<file path="src/logic/bus_lane_defs.vh">
// Constants for the expansion-bus data lane and handshake block.
// Assumes a 250 MHz core clock and bus pins sampled through synchronisers.
`ifndef BUS_LANE_DEFS_VH
`define BUS_LANE_DEFS_VH
`define CLK_PERIOD_PS       4000
`define READY_HOLD_MAX_NS   2500
`define READY_HOLD_CYCLES   ((`READY_HOLD_MAX_NS * 1000) / `CLK_PERIOD_PS)
`define WAIT_DEPTH          4'h4
`define ST_IDLE             3'h0
`define ST_START            3'h1
`define ST_CMD              3'h2
`define ST_DONE             3'h3
`define WID_8               2'h0
`define WID_16              2'h1
`define WID_32              2'h2
`define SIZE_WIDTH          2
`endif

</file>
<file path="src/logic/bus_lane_handshake.v">
// Expansion-bus data lane steering, ready and width handshakes, I/O slave data.
// Assumes bus pins arrive asynchronous to clock_in; open-drain pins drive low only.
// What this block does
// - 16-bit upper byte rides lanes 8-15
// - 32-bit byte enable 1 rides lanes 8-15
// - 8-bit device uses only lanes 0-7
// - 16-bit lower byte rides lanes 0-7
// - 32-bit byte enable 0 rides lanes 0-7
// - Each not-ready bus clock adds one wait
// - Slave pulls ready low at start end
// - Release ready at address-latch fall, bounded, low-only
// - 32-bit width indication combinational, never latched
// - 32-bit memory access completes in two clocks
// - Master samples 32-bit width at start end
// - 16-bit width indication after decode, unlatched
// - 16-bit master flags itself, watches 16-bit width
// - Assert I/O check on serious errors
// - Drive read data during read, address enable low
// - Hold read data until read negated sampled
// - Capture write data during write strobe
// - Write data valid before write strobe
`timescale 1ns/10ps
`include "bus_lane_defs.vh"
module bus_lane_handshake (
  input  wire        clock_in,
  input  wire        nrst_in,
  input  wire        bclk_in,
  input  wire        bale_in,
  input  wire        start_n_in,
  input  wire        cmd_n_in,
  input  wire        iorc_n_in,
  input  wire        iowc_n_in,
  input  wire        aen_in,
  input  wire        dack_in,
  input  wire        sbhe_n_in,
  input  wire        sa0_in,
  input  wire [3:0]  be_n_in,
  input  wire        exrdy_in,
  input  wire        ex32_n_in,
  input  wire        ex16_n_in,
  input  wire [31:0] data_in,
  input  wire        addr_hit_in,
  input  wire        mio_in,
  input  wire        slave_busy_in,
  input  wire        slave_wide_in,
  input  wire        parity_err_in,
  input  wire        sys_err_in,
  input  wire        m_req_in,
  input  wire        m_wide_in,
  input  wire [1:0]  m_rd_addr_in,
  input  wire [1:0]  s_addr_in,
  output reg  [31:0] data_out,
  output reg  [3:0]  data_oe_out,
  output wire        exrdy_out,
  output wire        exrdy_oe_out,
  output wire        ex32_out,
  output wire        ex32_oe_out,
  output wire        ex16_out,
  output wire        ex16_oe_out,
  output wire        iochk_out,
  output wire        iochk_oe_out,
  output reg         master16_n_out,
  output reg         m_done_out,
  output reg  [1:0]  m_width_out,
  output reg  [31:0] wr_word_out,
  output reg         wr_strobe_out
);
  reg  [12:0] sync1_q;
  reg  [13:0] sync2_q;
  reg  [31:0] dsync1_q;
  reg  [31:0] dsync2_q;
  reg         bclk_d1_q;
  reg         start_d1_q;
  reg         iowc_d1_q;
  reg  [2:0]  state_q;
  reg  [2:0]  state_d;
  reg         hold_q;
  reg  [11:0] hold_cnt_q;
  reg  [3:0]  be_sync1_q;
  reg  [3:0]  be_sync2_q;
  reg         width_ok_q;
  reg         rd_drive_q;
  reg         iochk_q;
  reg  [1:0]  slave_width_q;
  wire [31:0] rd_word;

  wire bclk_s   = sync2_q[0];
  wire bale_s   = sync2_q[1];
  wire start_s  = sync2_q[2];
  wire cmd_s    = sync2_q[3];
  wire iorc_s   = sync2_q[4];
  wire iowc_s   = sync2_q[5];
  wire aen_s    = sync2_q[6];
  wire dack_s   = sync2_q[7];
  wire exrdy_s  = sync2_q[8];
  wire ex32_s   = sync2_q[9];
  wire ex16_s   = sync2_q[10];
  wire sbhe_s   = sync2_q[11];
  wire sa0_s    = sync2_q[12];
  wire bclk_fall = bclk_d1_q & ~bclk_s;
  wire start_end = ~start_d1_q & start_s;
  wire bale_fall = ~bale_s & sync2_q[13];

  // Steer a word into lanes by width; narrow parts move everything to low lanes
  function [31:0] steer;
    input [1:0]  width;
    input [31:0] word;
    input [3:0]  be_n;
    input        sbhe_n;
    input        sa0;
    begin
      steer = 32'h00000000;
      case (width)
        `WID_8: begin
          steer[7:0] = sa0 ? word[15:8] : word[7:0];
        end
        `WID_16: begin
          // Both lanes carry the same half of the double word, never a mix
          if (!sa0 || !be_n[2] || !be_n[0]) begin
            steer[7:0] = (be_n[0] && be_n[1]) ? word[23:16] : word[7:0];
          end
          if (!sbhe_n || !be_n[3] || !be_n[1]) begin
            steer[15:8] = (be_n[0] && be_n[1]) ? word[31:24] : word[15:8];
          end
        end
        default: begin
          if (!be_n[0]) begin
            steer[7:0] = word[7:0];
          end
          if (!be_n[1]) begin
            steer[15:8] = word[15:8];
          end
          if (!be_n[2]) begin
            steer[23:16] = word[23:16];
          end
          if (!be_n[3]) begin
            steer[31:24] = word[31:24];
          end
        end
      endcase
    end
  endfunction

  function [3:0] lane_oe;
    input [1:0] width;
    begin
      case (width)
        `WID_8:  lane_oe = 4'h1;
        `WID_16: lane_oe = 4'h3;
        default: lane_oe = 4'hF;
      endcase
    end
  endfunction

  always @(posedge clock_in or negedge nrst_in) begin
    if (!nrst_in) begin
      sync1_q    <= 13'h1FFF;
      be_sync1_q <= 4'hF;
      be_sync2_q <= 4'hF;
      sync2_q    <= 14'h3FFF;
      dsync1_q   <= 32'h00000000;
      dsync2_q   <= 32'h00000000;
      bclk_d1_q  <= 1'b1;
      start_d1_q <= 1'b1;
      iowc_d1_q  <= 1'b1;
    end else begin
      be_sync1_q <= be_n_in;
      be_sync2_q <= be_sync1_q;
      sync1_q <= {sa0_in, sbhe_n_in, ex16_n_in, ex32_n_in, exrdy_in, dack_in,
                  aen_in, iowc_n_in, iorc_n_in, cmd_n_in, start_n_in, bale_in, bclk_in};
      sync2_q    <= {bale_s, sync1_q[12:0]};
      dsync1_q   <= data_in;
      dsync2_q   <= dsync1_q;
      bclk_d1_q  <= bclk_s;
      start_d1_q <= start_s;
      iowc_d1_q  <= iowc_s;
    end
  end

  // Ready hold: lowered at start end, released on address-latch fall, on slave_busy_in dropping, or on timeout
  always @(posedge clock_in or negedge nrst_in) begin
    if (!nrst_in) begin
      hold_q     <= 1'b0;
      hold_cnt_q <= 12'h000;
    end else if (hold_q) begin
      hold_cnt_q <= hold_cnt_q + 12'h001;
      if (bale_fall || !slave_busy_in ||
          hold_cnt_q >= `READY_HOLD_CYCLES - 1) begin
        hold_q <= 1'b0;
      end
    end else if (start_end && addr_hit_in && slave_busy_in) begin
      hold_q     <= 1'b1;
      hold_cnt_q <= 12'h000;
    end
  end

  assign exrdy_out    = 1'b0;
  assign exrdy_oe_out = hold_q;

  // Width indications come straight from decode so they track the address
  assign ex32_out     = 1'b0;
  assign ex32_oe_out  = addr_hit_in & slave_wide_in;
  assign ex16_out     = 1'b0;
  assign ex16_oe_out  = addr_hit_in;
  assign iochk_out    = 1'b0;
  assign iochk_oe_out = iochk_q;

  // I/O check stays asserted until reset; the CPU has no clear path here
  always @(posedge clock_in or negedge nrst_in) begin
    if (!nrst_in) begin
      iochk_q <= 1'b0;
    end else if (parity_err_in || sys_err_in) begin
      iochk_q <= 1'b1;
    end
  end

  // Master sequence
  always @* begin
    state_d = state_q;
    case (state_q)
      `ST_IDLE:  if (m_req_in) state_d = `ST_START;
      `ST_START: if (start_end) state_d = `ST_CMD;
      `ST_CMD: begin
        if (bclk_fall && exrdy_s && width_ok_q) begin
          state_d = `ST_DONE;
        end
      end
      `ST_DONE:  state_d = `ST_IDLE;
      default:   state_d = `ST_IDLE;
    endcase
  end

  always @(posedge clock_in or negedge nrst_in) begin
    if (!nrst_in) begin
      state_q        <= `ST_IDLE;
      width_ok_q     <= 1'b0;
      m_width_out    <= `WID_8;
      m_done_out     <= 1'b0;
      master16_n_out <= 1'b1;
    end else begin
      state_q    <= state_d;
      m_done_out <= (state_d == `ST_DONE);
      if (state_q == `ST_IDLE && m_req_in) begin
        master16_n_out <= m_wide_in;
        width_ok_q     <= 1'b0;
      end
      if (state_q == `ST_START && start_end) begin
        if (!ex32_s && m_wide_in) begin
          m_width_out <= `WID_32;
          width_ok_q  <= 1'b1;
        end else if (!ex16_s) begin
          m_width_out <= `WID_16;
          width_ok_q  <= 1'b1;
        end else begin
          m_width_out <= `WID_8;
        end
      end
      if (state_q == `ST_CMD && !width_ok_q) begin
        if ((m_wide_in && !ex32_s) || (!m_wide_in && !ex16_s)) begin
          width_ok_q <= 1'b1;
        end
      end
      if (state_d == `ST_IDLE) begin
        master16_n_out <= 1'b1;
      end
    end
  end

  lane_store store (
    .clock_in    (clock_in),
    .nrst_in     (nrst_in),
    .wr_en_in    (wr_strobe_out),
    .wr_addr_in  (s_addr_in),
    .wr_be_in    (~be_sync2_q),
    .wr_data_in  (wr_word_out),
    .rd_addr_in  (state_q == `ST_IDLE ? s_addr_in : m_rd_addr_in),
    .rd_data_out (rd_word)
  );

  // Slave read drive: held until negated read strobe is seen
  always @(posedge clock_in or negedge nrst_in) begin
    if (!nrst_in) begin
      rd_drive_q    <= 1'b0;
      slave_width_q <= `WID_8;
      data_out      <= 32'h00000000;
      data_oe_out   <= 4'h0;
      wr_word_out   <= 32'h00000000;
      wr_strobe_out <= 1'b0;
    end else begin
      slave_width_q <= slave_wide_in ? `WID_32 : `WID_16;
      if (!iorc_s && addr_hit_in && !mio_in && (!aen_s || !dack_s)) begin
        rd_drive_q <= 1'b1;
      end else if (iorc_s) begin
        rd_drive_q <= 1'b0;
      end
      wr_strobe_out <= 1'b0;
      if (!iowc_s && iowc_d1_q && addr_hit_in && (!aen_s || !dack_s)) begin
        wr_word_out   <= dsync2_q;
        wr_strobe_out <= 1'b1;
      end
      if (state_q == `ST_CMD || state_q == `ST_DONE) begin
        data_out    <= steer(m_width_out, rd_word, be_sync2_q, sbhe_s, sa0_s);
        data_oe_out <= lane_oe(m_width_out);
      end else if (rd_drive_q) begin
        data_out    <= steer(slave_width_q, rd_word, be_sync2_q, sbhe_s, sa0_s);
        data_oe_out <= lane_oe(slave_width_q);
      end else begin
        data_oe_out <= 4'h0;
      end
    end
  end
endmodule

</file>
<file path="src/logic/lane_store.v">
// Small register file holding the adapter's slave-side I/O data words.
// Assumes a single writer and registered read data, one clock.
`timescale 1ns/10ps
module lane_store (
  input  wire        clock_in,
  input  wire        nrst_in,
  input  wire        wr_en_in,
  input  wire [1:0]  wr_addr_in,
  input  wire [3:0]  wr_be_in,
  input  wire [31:0] wr_data_in,
  input  wire [1:0]  rd_addr_in,
  output reg  [31:0] rd_data_out
);
  reg [31:0] mem_q [0:3];
  integer    i;
  integer    b;

  always @(posedge clock_in or negedge nrst_in) begin
    if (!nrst_in) begin
      for (i = 0; i < 4; i = i + 1) begin
        mem_q[i] <= 32'h00000000;
      end
      rd_data_out <= 32'h00000000;
    end else begin
      if (wr_en_in) begin
        for (b = 0; b < 4; b = b + 1) begin
          if (wr_be_in[b]) begin
            mem_q[wr_addr_in][b*8 +: 8] <= wr_data_in[b*8 +: 8];
          end
        end
      end
      rd_data_out <= mem_q[rd_addr_in];
    end
  end
endmodule

</file>
<file path="config.mk">
export PLATFORM = sky130hd
export DESIGN_NAME = bus_lane_handshake
export DESIGN_NICKNAME = d
export VERILOG_FILES = /design/src/logic/bus_lane_handshake.v /design/src/logic/lane_store.v
export VERILOG_INCLUDE_DIRS = /design/src /design/src/logic
export SDC_FILE = /design/constraint.sdc
export NUM_CORES = 1
export LEC_CHECK = 0
export ABC_AREA = 1
export BUFFER_PORTS_ARGS = -buffer_cell sky130_fd_sc_hd__buf_4
export CAP_MARGIN = 10
export CORE_AREA = 2 2 209 211
export CTS_BUF_LIST = sky130_fd_sc_hd__clkbuf_8
export DETAILED_ROUTE_END_ITERATION = 12
export DIE_AREA = 0 0 211 213
export HOLD_SLACK_MARGIN = 0.12
export SKIP_LAST_GASP = 1
export SLEW_MARGIN = 20
export SYNTH_ARGS = -nofsm -noshare
export SYNTH_HDL_FRONTEND = slang
export SYNTH_HIERARCHICAL = 1
export SYNTH_SLANG_ARGS = --single-unit
</file>
<file path="constraint.sdc">
create_clock -name clock_in -period 1.7 [get_ports clock_in]
set_input_delay 0.34 -clock clock_in [delete_from_list [all_inputs] [get_ports clock_in]]
set_output_delay 0.34 -clock clock_in [all_outputs]
set_load 0.005 [all_outputs]
</file>
# ---- Word-level counts from Yosys, hierarchy flattened
# Cells that the tools add are included.
dict set report totals {
  reg_bits 356
  word_cells 169
  in_bits 63
  output_inout_bits 81
}
dict set report classes {
  n_bitwise 10
  eq_ne 6
  add_sub_neg 1
  n_reduce_logical 53
  order_cmp 4
  mux 67
}
# operator count
set ops {}
lappend ops {{2-to-1 mux 128 bit} 7}
lappend ops {{bitwise mux 128 bit} 4}
lappend ops {{demux 32 bit (select 2 bit)} 4}
lappend ops {{2-to-1 mux 32 bit} 5}
lappend ops {{2-to-1 mux 8 bit} 10}
lappend ops {{binary-select mux 32 bit (select 2 bit)} 1}
lappend ops {{one-hot mux 8 bit (2 select lines)} 4}
lappend ops {{2-to-1 mux 16 bit} 3}
lappend ops {{2-to-1 mux 12 bit} 2}
lappend ops {{2-to-1 mux 24 bit} 1}
lappend ops {{logical AND 1 bit} 17}
lappend ops {{logical NOT 1 bit} 16}
lappend ops {{one-hot mux 4 bit (2 select lines)} 2}
lappend ops {{2-to-1 mux 1 bit} 15}
lappend ops {{adder 12 x 1 -> 12 bit (second input constant)} 1}
lappend ops {{greater-or-equal comparator 12 x 10 -> 1 bit (second input constant)} 1}
lappend ops {{logical OR 1 bit} 10}
lappend ops {{equality test 3 x 2 -> 1 bit (second input constant)} 3}
lappend ops {{2-to-1 mux 3 bit} 3}
lappend ops {{one-hot mux 3 bit (3 select lines)} 1}
lappend ops {{2-to-1 mux 4 bit} 2}
lappend ops {{nonzero test 2 bit} 4}
lappend ops {{greater-or-equal comparator 3 bit (second input constant)} 2}
lappend ops {{logical NOT 3 bit} 2}
lappend ops {{10 further kinds} 21}

# ---- Depth between registers and ports, before layout
dict set report logic_depth {
  depth_word 16
  depth_mapped 12
  depth_no_buf 10
}

# ---- Cells and area by module
# Netlist, hierarchy kept.
# module area_per_inst_um2 n_inst seq_area_each_um2 cells_each
set modules_own_cells {}
lappend modules_own_cells {bus_lane_handshake 7534.7 1 4875.9 785}
lappend modules_own_cells {lane_store 7283.2 1 4003.8 914}

# ---- Worst setup path before layout
# Ideal clock, no wire load.
dict set report synth_timing {
  path_kind {reg2reg}
  from {reg state_q[2]}
  to {reg store.rd_data_out[18]}
  stages_incl_launch_ff 11
  required_ns 1.576
  arrival_time_ns 1.531
  setup_time_ns 0.124
  n_path_buf 2
  path_slack_ns 0.045
  synth_period_minus_slack_ns 1.655
  path_cell_list {dfrtp_1 inv_1 nand2_1 nor2_1 nand2_1 nand2_1 buf_2 clkbuf_1 nand2_1 o211ai_1 nand2_1}
}
dict set report synth_between {
  elab_chain_len 6
}
# item line
set synth_lines {}
lappend synth_lines {{start: declaration} bus_lane_handshake.v:75} ;# reg [2:0] state_q;
lappend synth_lines {{start signal: assignment} bus_lane_handshake.v:235} ;# state_q <= `ST_IDLE;
lappend synth_lines {{start signal: assignment} bus_lane_handshake.v:241} ;# state_q <= state_d;
lappend synth_lines {{logical NOT 3 bit} n/a}
lappend synth_lines {{2-to-1 mux 2 bit} bus_lane_handshake.v:276} ;# .rd_addr_in (state_q == `ST_IDLE ? s_addr_in : m_rd_addr_in),
lappend synth_lines {{NOT 2 -> 3 bit (implied by the code)} lane_store.v:32} ;# rd_data_out <= mem_q[rd_addr_in];
lappend synth_lines {{binary-select mux 32 bit (select 2 bit)} lane_store.v:32}
lappend synth_lines {{2-to-1 mux 32 bit (implied by the code) (2 in series)} lane_store.v:32}
lappend synth_lines {{end signal: assignment} lane_store.v:32}
lappend synth_lines {{end: declaration} lane_store.v:12} ;# output reg [31:0] rd_data_out
# Every way passes these cells. The select of a mux whose other input is x is not followed.
# A chain may end at the register's enable or synchronous reset.

# ---- Worst setup path after layout
dict set report layout_timing {
  from {reg state_q[2]}
  to {reg store.rd_data_out[5]}
}
# The elaborated chain is that of the path after synthesis.

==> impl_metrics.yaml <==
run_status:
  status: "completed"
timing:
  max_freq_ghz: 0.598
  relSlewSlack_pct: 65.0
  rsz0062_at_grt: "yes"
  setup_viol: 0
  fin_crit_ns: 1.67
  hold_viol_final: 0
  fin_worst_skew_ns: 0.0350
  fin_crit_sh_pct: 98.3
  tightest_slew_ns: 0.524
  slew_viol_final: 0
place:
  portBuffers: 138
  gp_congestion: 0.866
  place_area_um2: 16900
  place_hpwl_um: 26900
global_route:
  grt_pass1_wl_um: 65100
  grt_pass1_vias: 12000
  grt_use_total_pct: 18.5
  gr-total-overflow: 0
  antenna_found_initial: 0
  grt_max_degree: 55
layout:
  nets: 2046
  drive_above_1_share_pct: 21.9
  stdcell_area_um2: 19200
  area_growth_pct: 29.9
  post-route-util_pct: 45.1
  fillers: 4123
  diodes: 0
floorplan:
  io_pins: 144
  rows: 76
  dieHeight_um: 213
  start_util_pct: 34.7
  core_um2: 42700
  die_area_um2: 44900
  die_width_um: 211
route:
  antenna_left: 0
  vias_per_cell: 4.76
  wl_um: 41200
  drt_iter0_markers: 980
  via_count: 12300
  drc: 0
  wl_per_cell_um: 16.0
  first_pass_iters: 6
power:
  sequentialPowerShare_pct: 47.7
  combPwrFrac_pct: 17.1
  p_sw_share_pct: 29.5
  p_int_mw: 15.4
  power_frac_clock_pct: 35.2
  p_leak_nw: 10.0
  switchingPower_mw: 6.45
  ir_drop_mv: 0.693
  power_density_nw_per_um2: 1140
critical_path:
  worstRegToRegCells: 10
  required_ns: 2.24
  critPathLaunchType: "register"
  worstSetupPathType: "register to register"
  critPathMostFrequentCell: "nand2_8"
  slowest_stage: "dfrtp_1"
  crit_chain: "inv_2, nand2_4, nor2_4, buf_6, inv_6, nand2_8, nand2_8, clkbuf_16, o211ai_1, nand2_2"
  r2r-start: "state_q[2]$_DFF_PN0_"
  reg2reg_to: "store/rd_data_out[5]$_DFF_PN0_"
  path_delay_family: "simple AND/OR/NAND/NOR gates"
  slowest_delay_ns: 0.39
  worstPathMaxFanout: 7
  cp_num_buf_inv: 4
  reg2reg_slack_ns: 0.03
  arrival_ns: 2.21
  end_kind: "register"
cts:
  root_buffer: "clkbuf_8"
  cts_tree: "yes"
  clkTransAtPathRegs_ns: 0.06
  numClockSinks: 353
  cts-buffers-inserted: 60
  clk_latency_ns: 0.68
  h-tree-depth: 2
  clockBufferDepth: 3
synth:
  synth-edff-count: 0
  avgSynthCellArea_um2: 8.72
  synth_ff_type: "dfrtp_1"
  yosysTopAreaCell: "dfrtp_1"
  yosysUniqueCellTypes: 37
  yosys-top-cells-count: "nand2_1, dfrtp_1, nand3_1"
  synth_cells: 1699
  yosysTopAreaCellShare_pct: 53.4
  ys_seq_area_share_pct: 59.9
  yosys-top-cells-area: "dfrtp_1, nand2_1, dfstp_2, nand3_1, nand4_1"
  synth.most_common_cell: "nand2_1"
  async_flop_share_pct: 100
  syn-cell-area_um2: 14800
  synth_warnings: 6
  synth_seq_cells: 353
job:
  maxCapViolations: 0
min_path:
  hold_class: "input pin to async pin"
[cell families after synthesis]
kind of cell,count (synthesis),share of synthesized area (%)
compound gates,56,2.50
fa+ha+maj,2,0.169
buf+inv,223,6.77
flops,353,59.9
mux,2,0.135
other cells,1,0.0253
simple gates,1062,30.5
[flip-flops by register name (all words and copies together), names as in the netlist, 2 cells and up]
signal,count
data_out,32
sync1_q,12
data_oe_out,3
slave_width_q,2
wr_word_out,32
dsync1_q,32
store/mem_q,128
be_sync2_q,4
m_width_out,2
store/rd_data_out,32
be_sync1_q,4
hold_cnt_q,12
dsync2_q,32
state_q,3
sync2_q,13
[how the worst max path moves through the flow]
stage	startpoint	end	slack, ns	depth (start not counted)
global placement	state_q[2]$_DFF_PN0_	store/rd_data_out[5]$_DFF_PN0_	-0.02	10
detailed placement	state_q[2]$_DFF_PN0_	store/rd_data_out[5]$_DFF_PN0_	-0.06	10
finish	state_q[2]$_DFF_PN0_	store/rd_data_out[5]$_DFF_PN0_	0.03	10
global route	state_q[2]$_DFF_PN0_	store/rd_data_out[5]$_DFF_PN0_	-0.05	10
floorplan	state_q[2]$_DFF_PN0_	store/rd_data_out[18]$_DFF_PN0_	0.04	10
CTS	wr_word_out[12]$_DFFE_PN0P_	wr_word_out[12]	0.0005	1
[area by class of cell]
| cell class | instances | area, um^2 | share of cell area [%] |
|---|---|---|---|
| Inverter | 138 | 531 | 2.76 |
| Tap cell | 546 | 683 | 3.55 |
| Clock inverter | 37 | 223 | 1.16 |
| Timing Repair Buffer | 299 | 2780 | 14.4 |
| Multi-Input combinational cell | 1129 | 5120 | 26.6 |
| Sequential cell | 353 | 8910 | 46.3 |
| Clock buffer | 73 | 1000 | 5.22 |
[cell usage in the layout (no fill, tap or decap), types with 12 or more instances in the layout]
master	netlist	layout
nand3_1	149	149
nand4_1	96	96
buf_12	3	21
clkbuf_8	0	73
o211ai_1	32	32
buf_4	12	207
inv_1	130	155
dlygate4sd3_1	0	59
nor2_1	98	84
nand2_1	690	676
dfstp_2	37	37
dfrtp_2	0	26
nor2_2	5	13
nand2_2	3	13
o21ai_0	13	12
dfrtp_1	316	290
[power by group through the flow]
| stage | clock network, mW | logic [mW] | registers [mW] |
|---|---|---|---|
| final | 7.69 | 3.74 | 10.4 |
| after global routing | 8.38 | 4.22 | 10.6 |
| after CTS | 7.98 | 3.63 | 10.4 |
| after detailed placement | 0 | 3.28 | 10.6 |
| after global placement | 0 | 3.23 | 10.5 |
| after floorplan | 0 | 1.83 | 10.2 |
[per-stage QoR]
step           cells  setup TNS (ns)  setup WS (ns)  total power, mW  hold slack, ns
3_3_place_gp    2379          -0.141        -0.0243             13.8           0.289
3_5_place_dp    2379          -0.782        -0.0635             13.9           0.294
4_1_cts         2568               0       0.000512             22.0           0.127
6_report        2575               0         0.0284             21.9           0.176
2_1_floorplan   1703               0         0.0450             12.1          0.0444
5_1_grt         2575          -0.574        -0.0492             23.2           0.169
[metal layers]
| metal | wire length (um) | part of all wire (%) | GRT usage [%] | up-vias |
|---|---|---|---|---|
| met2 | 19000 | 46 | 29.5 | 366 |
| li1 | - | - | - | 5982 |
| met5 | 0 | 0 | 0 | - |
| met3 | 2090 | 5.1 | 3.19 | 80 |
| met1 | 18900 | 46 | 25.4 | 5838 |
| met4 | 1130 | 2.7 | 6.78 | 0 |
[repair_timing]
action	CTS	global route
pin swaps	5	27
hold endpoints to repair	392	0
gates resized for setup	37	47
buffers inserted	16	3
setup endpoints to repair	51	38
hold buffers	59	0
gates cloned	4	6
(Power assumes the default switching activity.)
